<file path="config.mk">
export PLATFORM = sky130hd
export DESIGN_NAME = vds_status_bank
export DESIGN_NICKNAME = d
export VERILOG_FILES = /design/src/vds_pkg.sv /design/src/vds_found_flag.sv /design/src/vds_caption_store.sv /design/src/vds_status_bank.sv
export SDC_FILE = /design/constraint.sdc
export NUM_CORES = 1
export LEC_CHECK = 0
export ABC_AREA = 1
export BUFFER_PORTS_ARGS = -buffer_cell sky130_fd_sc_hd__buf_2
export CAP_MARGIN = 20
export CORE_ASPECT_RATIO = 0.7
export CORE_MARGIN = 3
export CORE_UTILIZATION = 59
export CTS_CLUSTER_DIAMETER = 60
export DETAILED_ROUTE_END_ITERATION = 16
export HOLD_SLACK_MARGIN = 0.05
export PLACE_DENSITY_LB_ADDON = 0.25
export SLEW_MARGIN = 20
export SYNTH_ARGS = -nofsm -noshare
export SYNTH_HDL_FRONTEND = slang
export SYNTH_HIERARCHICAL = 1
export SYNTH_SLANG_ARGS = --single-unit
</file>
<file path="constraint.sdc">
create_clock -name core_clk -period 1.8 [get_ports core_clk]
set_input_delay 0.18 -clock core_clk [delete_from_list [all_inputs] [get_ports core_clk]]
set_output_delay 0.18 -clock core_clk [all_outputs]
set_load 0.005 [all_outputs]
</file>
<file path="src/vds_pkg.sv">
// shared constants, types and register map of the video status bank
package vds_pkg;

    // register sub-addresses on the serial control port
    localparam logic [7:0] VDS_SUB_REQUEST = 8'h1F;
    localparam logic [7:0] VDS_SUB_VIDEO_STATUS = 8'h20;
    localparam logic [7:0] VDS_SUB_SERVICE_STATUS = 8'h21;
    localparam logic [7:0] VDS_SUB_CAPTION_LOW = 8'h22;
    localparam logic [7:0] VDS_SUB_CAPTION_HIGH = 8'h23;

    // reset values and the value read from unmapped sub-addresses
    localparam logic [7:0] VDS_VIDEO_STATUS_RST = 8'h00;
    localparam logic [7:0] VDS_SERVICE_STATUS_RST = 8'h00;
    localparam logic [7:0] VDS_CAPTION_RST = 8'h00;
    localparam logic [7:0] VDS_UNMAPPED_READ = 8'h00;

    // video status field positions
    localparam int VDS_VS_NO_INPUT = 0;
    localparam int VDS_VS_LOCKED = 1;
    localparam int VDS_VS_FRAME_STD = 2;
    localparam int VDS_VS_NONSTD = 3;
    localparam int VDS_VS_CLK_LO = 4;
    localparam int VDS_VS_CLK_HI = 5;
    localparam int VDS_VS_FIELD = 6;
    localparam int VDS_VS_KILLER = 7;

    // service status field positions, also request bit positions
    localparam int VDS_SVC_ASPECT = 0;
    localparam int VDS_SVC_CAPTION = 1;
    localparam int VDS_SVC_EXTENDED = 2;
    localparam int VDS_SVC_LINE_ID = 3;
    localparam int VDS_SVC_WSS = 4;
    localparam int VDS_SS_RESERVED = 5;
    localparam int VDS_SS_PROTECT_LO = 6;
    localparam int VDS_SS_PROTECT_HI = 7;
    localparam int VDS_NUM_SERVICES = 5;

    // serial port framing
    localparam logic [3:0] VDS_BITS_PER_BYTE = 4'h8;
    localparam logic [6:0] VDS_DEV_ADDR_DEFAULT = 7'h22;

    // active clock mode codes
    typedef enum logic [1:0] {
        VDS_CLK_FIXED = 2'b00,
        VDS_CLK_LINE = 2'b01,
        VDS_CLK_RESERVED = 2'b10,
        VDS_CLK_FRAME = 2'b11
    } vds_clk_mode_t;

    // serial engine states, one-hot
    typedef enum logic [8:0] {
        VDS_ST_IDLE = 9'b0_0000_0001,
        VDS_ST_ADDR = 9'b0_0000_0010,
        VDS_ST_ADDR_ACK = 9'b0_0000_0100,
        VDS_ST_SUB = 9'b0_0000_1000,
        VDS_ST_SUB_ACK = 9'b0_0001_0000,
        VDS_ST_WDATA = 9'b0_0010_0000,
        VDS_ST_WDATA_ACK = 9'b0_0100_0000,
        VDS_ST_RDATA = 9'b0_1000_0000,
        VDS_ST_RDATA_ACK = 9'b1_0000_0000
    } vds_state_t;

    // live state reported by the decoder core
    typedef struct packed {
        logic no_input;
        logic vertical_sync_locked;
        logic frame_standard_ok;
        logic nonstandard_raw;
        logic component_input;
        vds_clk_mode_t clock_mode;
        logic even_field;
        logic colour_killer_active;
        logic aspect_level;
        logic analog_protect_status_hi;
        logic analog_protect_status_lo;
    } vds_core_state_t;

    // completion pulses and decoded caption word from the slicer
    typedef struct packed {
        logic [VDS_NUM_SERVICES-1:0] done;
        logic [15:0] caption_word;
    } vds_vbi_result_t;

endpackage : vds_pkg

</file>
<file path="src/vds_found_flag.sv">
// arm and found flag of one data service
`timescale 1ns/1ps
`default_nettype none
module vds_found_flag (
    // clock and reset
    input wire logic core_clk,
    input wire logic rst_n,
    // request and completion
    input wire logic request,
    input wire logic done,
    // status
    output logic found,
    output logic capture
);
    import vds_pkg::*;

    logic armed;

    // a completion only counts while a request is outstanding
    assign capture = done && armed;

    // arming: a request waits for the next decoded line
    always_ff @(posedge core_clk) begin
        if (!rst_n) begin
            armed <= 1'b0;
        end else if (request) begin
            armed <= 1'b1;
        end else if (capture) begin
            armed <= 1'b0;
        end
    end

    // found: set wins over the clear of a fresh request
    always_ff @(posedge core_clk) begin
        if (!rst_n) begin
            found <= 1'b0;
        end else if (capture) begin
            found <= 1'b1;
        end else if (request) begin
            found <= 1'b0;
        end
    end
endmodule : vds_found_flag
`default_nettype wire

</file>
<file path="src/vds_caption_store.sv">
// holding registers for the decoded caption word
`timescale 1ns/1ps
`default_nettype none
module vds_caption_store (
    // clock and reset
    input wire logic core_clk,
    input wire logic rst_n,
    // capture strobe and word
    input wire logic capture,
    input wire logic [15:0] word_in,
    // stored bytes
    output logic [7:0] caption_data_low,
    output logic [7:0] caption_data_high
);
    import vds_pkg::*;

    // only a completed, requested decode updates the bytes
    always_ff @(posedge core_clk) begin
        if (!rst_n) begin
            caption_data_low <= VDS_CAPTION_RST;
            caption_data_high <= VDS_CAPTION_RST;
        end else if (capture) begin
            caption_data_low <= word_in[7:0];
            caption_data_high <= word_in[15:8];
        end
    end
endmodule : vds_caption_store
`default_nettype wire

</file>
<file path="src/vds_status_bank.sv">
// video decoder status register bank behind the serial control port
//
// Function
// - read-only video status register at 0x20 shows live decoder state.
// - bit 0 reads 1 when no input signal is present.
// - no-input bit is also driven on its own output pin.
// - bit 1 reads 1 while synchronised to the incoming signal.
// - bit 2 reads 1 for 525 or 625 line interlaced input.
// - bit 3 flags non-standard input from the subcarrier phase check.
// - non-standard bit is also driven on its own output pin.
// - bits 5:4 give clock mode; reserved code 10 never reported.
// - bit 6 reads 0 in odd field, 1 in even field.
// - bit 7 reads 1 while the colour killer is active.
// - read-only service status register at 0x21 holds detection flags.
// - service bit 0 gives aspect level, 0 normal, 1 wide.
// - service bit 1 reads 1 once caption data is found.
// - service bit 2 reads 1 once extended data is found.
// - service bit 3 reads 1 once line-ID data is found.
// - service bit 4 reads 1 once WSS data is found.
// - 0x22 and 0x23 hold decoded caption word, low byte at 0x22.
// - request bit arms a service; completion sets flag; only caption and aspect store data.
// - 0x23 holds caption bits 15..8, read only.
`timescale 1ns/1ps
`default_nettype none
module vds_status_bank #(
    parameter logic [6:0] DEV_ADDR_BASE = vds_pkg::VDS_DEV_ADDR_DEFAULT
) (
    // clock and reset
    input wire logic core_clk,
    input wire logic rst_n,
    // decoder core state and slicer results
    input wire vds_pkg::vds_core_state_t core_state,
    input wire vds_pkg::vds_vbi_result_t vbi_result,
    // serial control port
    input wire logic scl_in,
    input wire logic sda_in,
    output logic sda_out,
    output logic sda_oe_n,
    input wire logic addr_select,
    // status pins
    output logic no_input_pin,
    output logic nonstandard_pin
);
    import vds_pkg::*;

    // register contents
    logic [7:0] video_status;
    logic [7:0] service_status;
    logic [7:0] next_video_status;
    logic [7:0] next_service_status;
    logic [7:0] caption_data_low;
    logic [7:0] caption_data_high;
    logic aspect_data;

    // service request and detection
    logic [VDS_NUM_SERVICES-1:0] request_pulse;
    logic [VDS_NUM_SERVICES-1:0] found;
    logic [VDS_NUM_SERVICES-1:0] capture;

    // serial engine
    vds_state_t state;
    logic [3:0] bit_cnt;
    logic [7:0] shreg;
    logic [7:0] sub_addr;
    logic is_read;
    logic master_ack;
    logic scl_q;
    logic sda_q;
    logic scl_rise;
    logic scl_fall;
    logic start_seen;
    logic stop_seen;
    logic addr_match;
    logic byte_done;
    logic byte_write;

    // read multiplexer; anything outside the bank reads as zero
    function automatic logic [7:0] vds_read_byte(
        input logic [7:0] sub,
        input logic [7:0] vs,
        input logic [7:0] ss,
        input logic [7:0] cl,
        input logic [7:0] ch
    );
        logic [7:0] result;
        result = VDS_UNMAPPED_READ;
        case (sub)
            VDS_SUB_VIDEO_STATUS: result = vs;
            VDS_SUB_SERVICE_STATUS: result = ss;
            VDS_SUB_CAPTION_LOW: result = cl;
            VDS_SUB_CAPTION_HIGH: result = ch;
            default: result = VDS_UNMAPPED_READ;
        endcase
        return result;
    endfunction : vds_read_byte

    // next value of the video status word, sampled from the core each cycle
    always_comb begin
        next_video_status = video_status;
        next_video_status[VDS_VS_NO_INPUT] = core_state.no_input;
        next_video_status[VDS_VS_LOCKED] =
            core_state.vertical_sync_locked;
        next_video_status[VDS_VS_FRAME_STD] =
            core_state.frame_standard_ok;
        // component input never flags a proper frame as non-standard
        if (core_state.component_input && core_state.frame_standard_ok) begin
            next_video_status[VDS_VS_NONSTD] = 1'b0;
        end else begin
            next_video_status[VDS_VS_NONSTD] =
                core_state.nonstandard_raw;
        end
        // the reserved code keeps the last legal mode rather than leak out
        if (core_state.clock_mode != VDS_CLK_RESERVED) begin
            next_video_status[VDS_VS_CLK_HI:VDS_VS_CLK_LO] =
                core_state.clock_mode;
        end
        next_video_status[VDS_VS_FIELD] = core_state.even_field;
        next_video_status[VDS_VS_KILLER] =
            core_state.colour_killer_active;
    end

    // next value of the service status word
    always_comb begin
        next_service_status = VDS_SERVICE_STATUS_RST;
        next_service_status[VDS_SVC_ASPECT] = aspect_data;
        next_service_status[VDS_SVC_CAPTION] =
            found[VDS_SVC_CAPTION];
        next_service_status[VDS_SVC_EXTENDED] =
            found[VDS_SVC_EXTENDED];
        next_service_status[VDS_SVC_LINE_ID] =
            found[VDS_SVC_LINE_ID];
        next_service_status[VDS_SVC_WSS] = found[VDS_SVC_WSS];
        next_service_status[VDS_SS_RESERVED] = 1'b0;
        next_service_status[VDS_SS_PROTECT_LO] =
            core_state.analog_protect_status_lo;
        next_service_status[VDS_SS_PROTECT_HI] =
            core_state.analog_protect_status_hi;
    end

    // status registers and pins load together so they always agree
    always_ff @(posedge core_clk) begin
        if (!rst_n) begin
            video_status <= VDS_VIDEO_STATUS_RST;
            service_status <= VDS_SERVICE_STATUS_RST;
            no_input_pin <= VDS_VIDEO_STATUS_RST[VDS_VS_NO_INPUT];
            nonstandard_pin <= VDS_VIDEO_STATUS_RST[VDS_VS_NONSTD];
        end else begin
            video_status <= next_video_status;
            service_status <= next_service_status;
            no_input_pin <= next_video_status[VDS_VS_NO_INPUT];
            nonstandard_pin <= next_video_status[VDS_VS_NONSTD];
        end
    end

    // aspect level is latched when an aspect request completes
    always_ff @(posedge core_clk) begin
        if (!rst_n) begin
            aspect_data <= 1'b0;
        end else if (capture[VDS_SVC_ASPECT]) begin
            aspect_data <= core_state.aspect_level;
        end
    end

    // one arm/found pair per service; the aspect found flag is not shown
    for (genvar i = 0; i < VDS_NUM_SERVICES; i++) begin : g_service
        vds_found_flag u_flag (
            .core_clk(core_clk),
            .rst_n(rst_n),
            .request(request_pulse[i]),
            .done(vbi_result.done[i]),
            .found(found[i]),
            .capture(capture[i])
        );
    end

    // caption holding registers
    vds_caption_store u_caption (
        .core_clk(core_clk),
        .rst_n(rst_n),
        .capture(capture[VDS_SVC_CAPTION]),
        .word_in(vbi_result.caption_word),
        .caption_data_low(caption_data_low),
        .caption_data_high(caption_data_high)
    );

    // bus line events; pins are already in the core clock domain
    assign scl_rise = scl_in && !scl_q;
    assign scl_fall = !scl_in && scl_q;
    assign start_seen = scl_in && scl_q && sda_q && !sda_in;
    assign stop_seen = scl_in && scl_q && !sda_q && sda_in;
    assign addr_match = shreg[7:1] == {DEV_ADDR_BASE[6:1], addr_select};
    assign byte_done = bit_cnt == VDS_BITS_PER_BYTE;
    assign byte_write = scl_fall && state == VDS_ST_WDATA && byte_done;

    // previous line levels for edge and condition detection
    always_ff @(posedge core_clk) begin
        if (!rst_n) begin
            scl_q <= 1'b1;
            sda_q <= 1'b1;
        end else begin
            scl_q <= scl_in;
            sda_q <= sda_in;
        end
    end

    // request bits are one-cycle strobes from a data byte at 0x1F
    always_ff @(posedge core_clk) begin
        if (!rst_n) begin
            request_pulse <= '0;
        end else if (byte_write && sub_addr == VDS_SUB_REQUEST) begin
            request_pulse <= shreg[VDS_NUM_SERVICES-1:0];
        end else begin
            request_pulse <= '0;
        end
    end

    // the data line is open drain: it only ever pulls low
    always_ff @(posedge core_clk) begin
        if (!rst_n) begin
            sda_out <= 1'b0;
        end else begin
            sda_out <= 1'b0;
        end
    end

    // serial engine: address, sub-address, then data bytes
    always_ff @(posedge core_clk) begin
        if (!rst_n) begin
            state <= VDS_ST_IDLE;
            bit_cnt <= 4'h0;
            shreg <= 8'h00;
            sub_addr <= 8'h00;
            is_read <= 1'b0;
            master_ack <= 1'b0;
            sda_oe_n <= 1'b1;
        end else if (start_seen) begin
            state <= VDS_ST_ADDR;
            bit_cnt <= 4'h0;
            sda_oe_n <= 1'b1;
        end else if (stop_seen) begin
            state <= VDS_ST_IDLE;
            sda_oe_n <= 1'b1;
        end else if (scl_rise) begin
            case (state)
                VDS_ST_ADDR, VDS_ST_SUB, VDS_ST_WDATA: begin
                    shreg <= {shreg[6:0], sda_in};
                    bit_cnt <= bit_cnt + 4'h1;
                end
                VDS_ST_RDATA: begin
                    bit_cnt <= bit_cnt + 4'h1;
                end
                VDS_ST_RDATA_ACK: begin
                    master_ack <= !sda_in;
                end
                default: begin
                    bit_cnt <= bit_cnt;
                end
            endcase
        end else if (scl_fall) begin
            case (state)
                VDS_ST_ADDR: begin
                    if (byte_done && addr_match) begin
                        state <= VDS_ST_ADDR_ACK;
                        is_read <= shreg[0];
                        sda_oe_n <= 1'b0;
                    end else if (byte_done) begin
                        state <= VDS_ST_IDLE;
                    end
                end
                VDS_ST_ADDR_ACK: begin
                    bit_cnt <= 4'h0;
                    if (is_read) begin
                        // reading only copies a snapshot; nothing is cleared
                        shreg <= vds_read_byte(sub_addr, video_status,
                            service_status, caption_data_low,
                            caption_data_high);
                        state <= VDS_ST_RDATA;
                        sda_oe_n <= vds_read_byte(sub_addr, video_status,
                            service_status, caption_data_low,
                            caption_data_high) >= 8'h80;
                    end else begin
                        state <= VDS_ST_SUB;
                        sda_oe_n <= 1'b1;
                    end
                end
                VDS_ST_SUB: begin
                    if (byte_done) begin
                        sub_addr <= shreg;
                        state <= VDS_ST_SUB_ACK;
                        sda_oe_n <= 1'b0;
                    end
                end
                VDS_ST_SUB_ACK, VDS_ST_WDATA_ACK: begin
                    state <= VDS_ST_WDATA;
                    bit_cnt <= 4'h0;
                    sda_oe_n <= 1'b1;
                end
                VDS_ST_WDATA: begin
                    // writes to other registers are acked and dropped
                    if (byte_done) begin
                        sub_addr <= sub_addr + 8'h01;
                        state <= VDS_ST_WDATA_ACK;
                        sda_oe_n <= 1'b0;
                    end
                end
                VDS_ST_RDATA: begin
                    if (byte_done) begin
                        sub_addr <= sub_addr + 8'h01;
                        state <= VDS_ST_RDATA_ACK;
                        sda_oe_n <= 1'b1;
                    end else begin
                        sda_oe_n <= shreg[3'(4'h7 - bit_cnt)];
                    end
                end
                VDS_ST_RDATA_ACK: begin
                    bit_cnt <= 4'h0;
                    if (master_ack) begin
                        shreg <= vds_read_byte(sub_addr, video_status,
                            service_status, caption_data_low,
                            caption_data_high);
                        state <= VDS_ST_RDATA;
                        sda_oe_n <= vds_read_byte(sub_addr, video_status,
                            service_status, caption_data_low,
                            caption_data_high) >= 8'h80;
                    end else begin
                        state <= VDS_ST_IDLE;
                        sda_oe_n <= 1'b1;
                    end
                end
                default: begin
                    sda_oe_n <= 1'b1;
                end
            endcase
        end
    end
endmodule : vds_status_bank
`default_nettype wire

</file>
==> results.yml <==
floorplan:
  start_util_pct: 63.8
  rows: 24
  die_h_um: 76.4
  core_region_area_um2: 6550
  die_area_um2: 8140
  die_w_um: 107
  ios: 42
timing:
  max_freq_mhz: 560
  fin_worst_skew_ps: 11.8
  rsz0062_at_grt: "yes"
  maxSlewViolCount: 0
  min_period_ps: 1790
  setup_viol: 0
  hold_viol_final: 0
  period_share_pct: 99.2
  hold_ws_ps: 75.9
layout:
  most-common-layout-cells: "126 x nand2_1, 102 x inv_1, 87 x nor2_1"
  layout.nets: 762
  layout_commonest_cell: "nand2_1"
  diodes: 0
  drive_gt1_share_pct: 20.4
  final_cells: 811
  area_delta_synth_final_pct: 22.7
detailed_routing:
  vias: 4469
  drt_pass1_iterations: 5
  drc_errors: 0
  wl_met2_mm: 5.28
  wire_per_inst_um: 14.7
  wirelength_mm: 11.9
  wl_met3_mm: 1.29
  drt_iter0_markers: 559
  avgViaCountPerCell: 5.51
  met1_length_mm: 5.17
  antenna_left: 0
  top_layer: "met4"
global_route:
  grt_pass1_vias: 3816
  track_usage_pct: 28.2
  grt_pass1_wl_mm: 18.3
  antenna_found_initial: 0
  grt.overflow.total: 0
  grt_start_max_net_pins: 38
critical_path:
  crit_chain: "inv_1 > ha_2 > nand3_2 > buf_4 > nor3_2 > nand3_1 > nor2_2 > nor2_1 > a211oi_1"
  worstPathRequired_ps: 2080
  crit_path_end_kind: "flip-flop"
  path_max_fanout: 4
  critical-path-slowest-cell: "dfxtp_1"
  worstSetupPathType: "reg2reg"
  r2r_start: "bit_cnt[0]"
  crit_arrival_ps: 2070
  reg2reg_slack_ps: 10
  r2r_end: "is_read"
  reg2reg_depth: 9
  critical-path-max-stage-delay_ps: 320
  start_kind: "flip-flop"
placement:
  gp_congestion: 0.972
  io_buffers: 40
  hpwl_mm: 8.28
  placedCellCount: 774
clock_tree:
  cts_htree_levels: 3
  cts_tree: "built"
  clk_path_buf_depth: 2
  root_buffer: "clkbuf_8"
  cts_made_buffers: 9
  path_clk_slew_ps: 90
  cts.sinks: 80
  clock_latency_ps: 360
hold_path:
  hp-start: "vbi_result[16]"
  hold_depth: 4
  hp-class: "in2reg"
  whs_endpoint: "g_service[0].u_flag/armed"
power:
  intPower_mw: 2.60
  peakVddDrop_uv: 711
  swShare_pct: 25.7
  p_seq_share_pct: 51.9
  clkPwrFrac_pct: 39.2
  p_total_mw: 3.50
  p_sw_mw: 0.900
  pwr-share-comb_pct: 8.9
  power.leakage_nw: 2.38
  power_density_nw_per_um2: 684
status:
  status: "complete, no violations"
yosys:
  syn_inst: 633
  syn_avg_cell_area_um2: 6.60
  ys_warn_count: 6
  synthesis.nets: 680
  netlist_area_um2: 4180
flow_run:
  max-cap-violations: 0
-- registers in the layout (all words and copies together) (netlist names) --
signal and cells:
scl_q 1, g_service.u_flag/armed 5, video_status 8, aspect_data 1, sub_addr 8, u_caption/caption_data_high 8, is_read 1, g_service.u_flag/found 4
u_caption/caption_data_low 8, shreg 8, master_ack 1, state 9, bit_cnt 4, request_pulse 5, sda_q 1, sda_oe_n 1
service_status 7
-- worst max-delay path, delay by kind of cell, from the launching register on --
family | cells | cell delay (ps)
compound gates | 1 | 180
fa+ha+maj | 1 | 210
simple gates | 5 | 690
buf+inv | 2 | 300
flops | 1 | 320
-- power groups by stage --
| stage | Combinational, mW | Clock, mW | Sequential, mW |
|---|---|---|---|
| after CTS | 0.282 | 1.40 | 1.82 |
| after global routing | 0.343 | 1.48 | 1.82 |
| after global placement | 0.248 | 0 | 1.86 |
| after detailed placement | 0.255 | 0 | 1.86 |
| final | 0.312 | 1.37 | 1.82 |
| after floorplan | 0.150 | 0 | 1.85 |
-- final cells by class --
type                       count  area, µm²
clock buffer                  10        138
clock inverter                 6       68.8
fill                         514       1420
inverter                     108        405
multi-input combinational    429       2200
sequential                    80       1610
tap                           91        114
timing repair buffer          87        596
-- routing by layer --
layer	vias up	GRT usage, %
met3	25	6.52
met4	0	9.71
met1	2010	41.3
li1	2159	-
met2	275	40.6
met5	-	0
-- what timing repair did --
| action | 4_1_cts | 5_1_grt |
|---|---|---|
| hold endpoints to repair | 11 | 0 |
| cloned | 1 | 1 |
| setup buffers | 1 | 6 |
| hold buffers | 12 | 0 |
| setup endpoints to repair | 9 | 32 |
| gates resized for setup | 3 | 33 |
| pin swaps | 2 | 6 |
-- worst max path at each step --
stage | start | end | slack, ps
2_1_floorplan | bit_cnt[0] | sub_addr[7] | 210
3_3_place_gp | scl_q | shreg[3] | 70
3_5_place_dp | scl_q | shreg[4] | 10
4_1_cts | bit_cnt[0] | request_pulse[3] | 30
5_1_grt | bit_cnt[0] | state[2] | -70
6_report | bit_cnt[0] | is_read | 10
-- through the flow --
stage,worst slack [ps],setup TNS (ps),util (%),area (µm²)
final,13.8,0,78.3,5120
after global routing,-73.9,-558,78.3,5120
after CTS,25.1,0,75.6,4950
after detailed placement,9.94,0,70.2,4600
after global placement,67.8,0,70.2,4600
after floorplan,213,0,-,4180
Power figures use the tool's default switching activity.
